`config.mk`:
```
export PLATFORM = sky130hd
export DESIGN_NAME = gpbc_config_regs
export DESIGN_NICKNAME = d
export VERILOG_FILES = /design/src/common/gpbc_pkg.sv /design/src/logic/gpbc_config_regs.sv /design/src/logic/gpbc_pin_bank.sv
export SDC_FILE = /design/constraint.sdc
export NUM_CORES = 1
export LEC_CHECK = 0
export BUFFER_PORTS_ARGS = -buffer_cell sky130_fd_sc_hd__buf_2
export CAP_MARGIN = 20
export CORE_ASPECT_RATIO = 1.25
export CORE_MARGIN = 1
export CORE_UTILIZATION = 56
export CTS_BUF_LIST = sky130_fd_sc_hd__clkbuf_4 sky130_fd_sc_hd__clkbuf_8
export CTS_CLUSTER_DIAMETER = 100
export CTS_CLUSTER_SIZE = 16
export DETAILED_ROUTE_END_ITERATION = 6
export PLACE_DENSITY = 0.87
export SYNTH_ARGS = -nofsm -noshare
export SYNTH_HDL_FRONTEND = slang
export SYNTH_SLANG_ARGS = --single-unit
```
`constraint.sdc`:
```
create_clock -name clk_in -period 9.9 [get_ports clk_in]
set_clock_uncertainty 0.05 [all_clocks]
set_input_delay 0.495 -clock clk_in [delete_from_list [all_inputs] [get_ports clk_in]]
set_output_delay 0.495 -clock clk_in [all_outputs]
set_load 0.005 [all_outputs]
```
`src/common/gpbc_pkg.sv`:
```
// Constants for the pin bank configuration registers
package gpbc_pkg;

    localparam int unsigned GPBC_DATA_W = 8;
    localparam int unsigned GPBC_BANK_W = 8;
    localparam int unsigned GPBC_BUF_W  = 8;

    // Configuration index values of the five registers
    localparam logic [7:0] GPBC_IDX_BANK3_DIRECTION = 8'h35;
    localparam logic [7:0] GPBC_IDX_BANK3_POLARITY  = 8'h36;
    localparam logic [7:0] GPBC_IDX_BANK4_DIRECTION = 8'h37;
    localparam logic [7:0] GPBC_IDX_BANK4_POLARITY  = 8'h38;
    localparam logic [7:0] GPBC_IDX_OUTPUT_BUFFER   = 8'h39;

    // Values after standby power-on reset
    localparam logic [7:0] GPBC_RST_BANK3_DIRECTION = 8'h00;
    localparam logic [7:0] GPBC_RST_BANK3_POLARITY  = 8'h00;
    localparam logic [7:0] GPBC_RST_BANK4_DIRECTION = 8'h00;
    localparam logic [7:0] GPBC_RST_BANK4_POLARITY  = 8'h80;
    localparam logic [7:0] GPBC_RST_OUTPUT_BUFFER   = 8'h00;
    localparam logic [7:0] GPBC_RST_READ_DATA       = 8'h00;

    // Field positions in the output buffer register
    localparam int unsigned GPBC_BUF_BANK1_LSB  = 0;
    localparam int unsigned GPBC_BUF_BANK1_W    = 6;
    localparam int unsigned GPBC_BUF_BANK2_PIN0 = 6;
    localparam int unsigned GPBC_BUF_WAKE_PIN   = 7;

    // Access to one register: configuration state and own index
    function automatic logic gpbc_hit(input logic       config_state,
                                      input logic [7:0] config_index,
                                      input logic [7:0] reg_index);
        gpbc_hit = config_state && (config_index == reg_index);
    endfunction : gpbc_hit

endpackage : gpbc_pkg

```
`src/logic/gpbc_config_regs.sv`:
```
// Pin bank 3/4 direction, polarity and output buffer type registers
`timescale 1ns/1ps
module gpbc_config_regs import gpbc_pkg::*; #(
    parameter int unsigned BANK_W = GPBC_BANK_W,
    parameter int unsigned BUF_W  = GPBC_BUF_W
) (
    input  wire logic                   clk_in,
    input  wire logic                   reset_in,
    // Configuration port side
    input  wire logic                   config_state_in,
    input  wire logic [7:0]             config_index_in,
    input  wire logic                   config_write_in,
    input  wire logic                   config_read_in,
    input  wire logic [GPBC_DATA_W-1:0] config_write_data_in,
    output logic      [GPBC_DATA_W-1:0] config_read_data_out,
    output logic                        config_read_valid_out,
    // Bank 3 pins
    input  wire logic [BANK_W-1:0]      bank3_data_in,
    input  wire logic [BANK_W-1:0]      bank3_pin_in,
    output logic      [BANK_W-1:0]      bank3_pin_out,
    output logic      [BANK_W-1:0]      bank3_pin_oe_out,
    output logic      [BANK_W-1:0]      bank3_value_out,
    // Bank 4 pins
    input  wire logic [BANK_W-1:0]      bank4_data_in,
    input  wire logic [BANK_W-1:0]      bank4_pin_in,
    output logic      [BANK_W-1:0]      bank4_pin_out,
    output logic      [BANK_W-1:0]      bank4_pin_oe_out,
    output logic      [BANK_W-1:0]      bank4_value_out,
    // Pins with selectable buffer type: bank1 pin2..7, bank2 pin0, wake
    input  wire logic [BUF_W-1:0]       buffered_drive_in,
    input  wire logic [BUF_W-1:0]       buffered_data_in,
    output logic      [BUF_W-1:0]       buffered_pin_out,
    output logic      [BUF_W-1:0]       buffered_pin_oe_out,
    // Register contents for the rest of the device
    output logic      [BUF_W-1:0]       output_buffer_type_out
);

    logic [BANK_W-1:0] pin_bank3_direction_reg;
    logic [BANK_W-1:0] pin_bank3_polarity_reg;
    logic [BANK_W-1:0] pin_bank4_direction_reg;
    logic [BANK_W-1:0] pin_bank4_polarity_reg;
    logic [BUF_W-1:0]  pin_output_buffer_type_reg;
    logic [GPBC_DATA_W-1:0] read_data_next;
    logic                   read_hit;

    logic hit_bank3_direction;
    logic hit_bank3_polarity;
    logic hit_bank4_direction;
    logic hit_bank4_polarity;
    logic hit_output_buffer;

    // Decode: outside the configuration state every index misses
    always_comb begin
        hit_bank3_direction = gpbc_hit(config_state_in, config_index_in, GPBC_IDX_BANK3_DIRECTION);
        hit_bank3_polarity  = gpbc_hit(config_state_in, config_index_in, GPBC_IDX_BANK3_POLARITY);
        hit_bank4_direction = gpbc_hit(config_state_in, config_index_in, GPBC_IDX_BANK4_DIRECTION);
        hit_bank4_polarity  = gpbc_hit(config_state_in, config_index_in, GPBC_IDX_BANK4_POLARITY);
        hit_output_buffer   = gpbc_hit(config_state_in, config_index_in, GPBC_IDX_OUTPUT_BUFFER);
    end

    // Bank 3 direction
    always_ff @(posedge clk_in or posedge reset_in) begin
        if (reset_in) begin
            pin_bank3_direction_reg <= GPBC_RST_BANK3_DIRECTION;
        end else if (config_write_in && hit_bank3_direction) begin
            pin_bank3_direction_reg <= config_write_data_in[BANK_W-1:0];
        end
    end

    // Bank 3 polarity
    always_ff @(posedge clk_in or posedge reset_in) begin
        if (reset_in) begin
            pin_bank3_polarity_reg <= GPBC_RST_BANK3_POLARITY;
        end else if (config_write_in && hit_bank3_polarity) begin
            pin_bank3_polarity_reg <= config_write_data_in[BANK_W-1:0];
        end
    end

    // Bank 4 direction
    always_ff @(posedge clk_in or posedge reset_in) begin
        if (reset_in) begin
            pin_bank4_direction_reg <= GPBC_RST_BANK4_DIRECTION;
        end else if (config_write_in && hit_bank4_direction) begin
            pin_bank4_direction_reg <= config_write_data_in[BANK_W-1:0];
        end
    end

    // Bank 4 polarity; top pin comes out of reset inverted
    always_ff @(posedge clk_in or posedge reset_in) begin
        if (reset_in) begin
            pin_bank4_polarity_reg <= GPBC_RST_BANK4_POLARITY;
        end else if (config_write_in && hit_bank4_polarity) begin
            pin_bank4_polarity_reg <= config_write_data_in[BANK_W-1:0];
        end
    end

    // Output buffer type
    always_ff @(posedge clk_in or posedge reset_in) begin
        if (reset_in) begin
            pin_output_buffer_type_reg <= GPBC_RST_OUTPUT_BUFFER;
        end else if (config_write_in && hit_output_buffer) begin
            pin_output_buffer_type_reg <= config_write_data_in[BUF_W-1:0];
        end
    end

    // Read mux; a miss returns zero so other register blocks can be OR-ed in
    always_comb begin
        read_data_next = GPBC_RST_READ_DATA;
        read_hit       = 1'b1;
        case (1'b1)
            hit_bank3_direction: read_data_next = GPBC_DATA_W'(pin_bank3_direction_reg);
            hit_bank3_polarity:  read_data_next = GPBC_DATA_W'(pin_bank3_polarity_reg);
            hit_bank4_direction: read_data_next = GPBC_DATA_W'(pin_bank4_direction_reg);
            hit_bank4_polarity:  read_data_next = GPBC_DATA_W'(pin_bank4_polarity_reg);
            hit_output_buffer:   read_data_next = GPBC_DATA_W'(pin_output_buffer_type_reg);
            default:             read_hit       = 1'b0;
        endcase
    end

    // Read data holds until the next read strobe
    always_ff @(posedge clk_in or posedge reset_in) begin
        if (reset_in) begin
            config_read_data_out <= GPBC_RST_READ_DATA;
        end else if (config_read_in) begin
            config_read_data_out <= read_data_next;
        end
    end

    always_ff @(posedge clk_in or posedge reset_in) begin
        if (reset_in) begin
            config_read_valid_out <= 1'b0;
        end else begin
            config_read_valid_out <= config_read_in && read_hit;
        end
    end

    // Bank 3 pin stage
    gpbc_pin_bank #(
        .WIDTH(BANK_W)
    ) u_bank3 (
        .clk_in       (clk_in),
        .reset_in     (reset_in),
        .direction_in (pin_bank3_direction_reg),
        .polarity_in  (pin_bank3_polarity_reg),
        .pin_data_in  (bank3_data_in),
        .pin_in       (bank3_pin_in),
        .pin_out      (bank3_pin_out),
        .pin_oe_out   (bank3_pin_oe_out),
        .pin_value_out(bank3_value_out)
    );

    // Bank 4 pin stage
    gpbc_pin_bank #(
        .WIDTH(BANK_W)
    ) u_bank4 (
        .clk_in       (clk_in),
        .reset_in     (reset_in),
        .direction_in (pin_bank4_direction_reg),
        .polarity_in  (pin_bank4_polarity_reg),
        .pin_data_in  (bank4_data_in),
        .pin_in       (bank4_pin_in),
        .pin_out      (bank4_pin_out),
        .pin_oe_out   (bank4_pin_oe_out),
        .pin_value_out(bank4_value_out)
    );

    // Open drain never drives high: only the low level is driven
    always_ff @(posedge clk_in or posedge reset_in) begin
        if (reset_in) begin
            buffered_pin_out <= '0;
        end else begin
            buffered_pin_out <= buffered_data_in & ~pin_output_buffer_type_reg;
        end
    end

    always_ff @(posedge clk_in or posedge reset_in) begin
        if (reset_in) begin
            buffered_pin_oe_out <= '0;
        end else begin
            buffered_pin_oe_out <= buffered_drive_in
                                 & ~(pin_output_buffer_type_reg & buffered_data_in);
        end
    end

    always_ff @(posedge clk_in or posedge reset_in) begin
        if (reset_in) begin
            output_buffer_type_out <= GPBC_RST_OUTPUT_BUFFER;
        end else begin
            output_buffer_type_out <= pin_output_buffer_type_reg;
        end
    end

endmodule : gpbc_config_regs

```
`src/logic/gpbc_pin_bank.sv`:
```
// One bank of general purpose pins: direction and polarity applied
`timescale 1ns/1ps
module gpbc_pin_bank import gpbc_pkg::*; #(
    parameter int unsigned WIDTH = GPBC_BANK_W
) (
    input  wire logic             clk_in,
    input  wire logic             reset_in,
    input  wire logic [WIDTH-1:0] direction_in,
    input  wire logic [WIDTH-1:0] polarity_in,
    input  wire logic [WIDTH-1:0] pin_data_in,
    input  wire logic [WIDTH-1:0] pin_in,
    output logic      [WIDTH-1:0] pin_out,
    output logic      [WIDTH-1:0] pin_oe_out,
    output logic      [WIDTH-1:0] pin_value_out
);

    // Drive path: data register value through the polarity stage
    always_ff @(posedge clk_in or posedge reset_in) begin
        if (reset_in) begin
            pin_out <= '0;
        end else begin
            pin_out <= pin_data_in ^ polarity_in;
        end
    end

    // Direction bit one enables the driver
    always_ff @(posedge clk_in or posedge reset_in) begin
        if (reset_in) begin
            pin_oe_out <= '0;
        end else begin
            pin_oe_out <= direction_in;
        end
    end

    // Sample path: pin level through the same polarity stage
    always_ff @(posedge clk_in or posedge reset_in) begin
        if (reset_in) begin
            pin_value_out <= '0;
        end else begin
            pin_value_out <= pin_in ^ polarity_in;
        end
    end

endmodule : gpbc_pin_bank

```
==> qor.yml <==
cts-htree-levels: 4
routed_via_density: 5.22
clk_latency_ps: 430
routed_wl_um: 9390
drtIter0Drc: 145
antenna_cells: 0
relSlewSlack_pct: 36.8
synth_area_leaders: "dfrtp_1, xor2_1, mux2_2"
slew_violations: 0
track_usage_pct: 24.6
yosysWarningCount: 0
area_growth_pct: 27.3
hold_path.class: "in2async"
wire_per_inst_um: 16.6
cp-start-kind: "primary input"
io_buffers: 149
end_kind: "register"
required_ps: 10160
clkSinkCount: 121
drive_gt1_share_pct: 48.9
clkTransAtPathRegs_ps: 70
grt_pass1_wl_um: 14600
cts.repair.resized: 0
dieHeight_um: 102
grt_pass1_vias: 2910
slowest_delay_ps: 590
tns_ps: 0
top_level_ports: 150
synthFlopType: "dfrtp_1"
die_w_um: 82.3
cap_violations: 0
synth_enable_flop_cells: 0
ctsHoldBuffers: 0
synth_cell_types: 30
synthesis.area_sq_mm: 0.00452
p_leak_nw: 3.16
min_period_ps: 2290
drtPass1Iterations: 4
grt_max_degree: 80
rsz0062_at_grt: "false"
cts_setup_buffers: 0
grt-ovfl-total: 0
vdd_drop_max_mv: 0.119
ctsLongestPathBuffers: 2
ys_seq_area_share_pct: 67.1
synth_cells: 298
vias: 2950
crit_slowest_cell: "nor2_2"
yosys.area.top_type: "dfrtp_1"
fmax_mhz: 436
final_antenna_net_count: 0
core-area_sq_mm: 0.00779
synth.avg_cell_area_sq_um: 15.2
antenna_found_initial: 0
die_area_sq_mm: 0.00843
start_util_pct: 58.0
cts_root_buf: "clkbuf_8"
yosysTopAreaCellShare_pct: 66.5
synth_most_common_cell: "dfrtp_1"
synth_common_cells: "dfrtp_1, xor2_1, mux2_2"
setup_viol: 0
finalCritPeriodShare_pct: 23.2
async_flop_share_pct: 100
fin_util_pct: 73.8
synth_nets: 367
ys_ff_latch: 121
rows: 36
p_per_area_mw_per_mm2: 181
fin_nets: 527
cts_tree: "yes"
hpwl_um: 6350
routabilityCongestion: 0.743
crit_chain: "buf_2 -> nor2b_1 -> nand3b_2 -> nor2_2 -> mux2_2"
arrival_ps: 2560
outcome: "completed"
crit_type: "in2reg"
hold_viol: 0
worstMarginPinSlew_ps: 948
drc: 0
crit_fanout: 10
cts_buffers: 17
[cell families (layout without fill, tap and decap cells)]
kind of cell	after synthesis	count (layout)	synth area share, %
multiplexers	48	48	13.1
buffers and inverters	19	191	2.08
AND/OR/NAND/NOR	45	45	6.12
XOR/XNOR	32	32	6.21
AO/OA/AOI/OAI	33	33	5.46
flip-flops	121	121	67.1
[final timing paths]
path,start,to,slack (ps),depth (start not counted)
max in group asynchronous,reset_in,u_bank3.pin_out[0],8410,3
max reg2reg,pin_bank4_polarity_reg[7],config_read_data_out[7],8640,4
max,config_index_in[3],pin_bank3_direction_reg[2],7610,5
min,reset_in,u_bank3.pin_out[1],50,2
min reg2reg,pin_bank3_direction_reg[1],u_bank3.pin_oe_out[1],350,0
min in group clk_in,bank3_data_in[7],u_bank3.pin_out[7],190,2
[power breakdown]
| group | total (mW) | switching [mW] | internal (mW) |
|---|---|---|---|
| sequential | 0.520 | 0.00851 | 0.512 |
| clock | 0.455 | 0.180 | 0.275 |
| combinational | 0.0682 | 0.0355 | 0.0327 |
[layout make-up]
class / count / area, sq um
flip-flops and latches: 121 / 3030
clock buffers: 22 / 297
multi-input cells: 158 / 1390
inverters: 10 / 40.0
repair buffers: 150 / 753
fillers: 505 / 2040
clock inverters: 9 / 120
well taps: 95 / 119
[placed cells by master, fill, tap and decap left out, drive strengths merged]
cell / count
inv: 10
or3b: 1
nor2: 17
a31oi: 1
and4bb: 1
mux2i: 8
a22o: 8
buf: 150
nand3b: 1
clkinv: 6
nor3: 2
dfstp: 1
nor2b: 10
o32ai: 8
mux2: 40
bufinv: 3
clkbuf: 22
nand2: 1
a21oi: 8
a21boi: 8
nand3: 2
xor2: 32
or3: 2
dfrtp: 120
nand2b: 8
[stage by stage]
step,hold slack [ps],area [sq um],power [mW],cells,setup slack (ps)
detailed placement,335,5340,0.598,534,7200
global route,84.2,5750,1.08,565,7480
floorplan,316,4520,0.561,298,6140
global placement,334,5340,0.595,534,7270
CTS,65.4,5750,1.05,565,7650
finish,51.6,5750,1.04,565,7610
[critical path: cells and delay by family]
family                 cells  cell delay, ps
multiplexers               1             410
AND/OR/NAND/NOR            3            1540
buffers and inverters      1             110
[metal layers]
metal	track usage [%]	share of wire [%]
met4	14.6	2.4
met2	37.7	50
met3	7.50	7.9
met5	0	0
met1	30.7	39
Note: power is estimated with default switching activity, not from simulation.
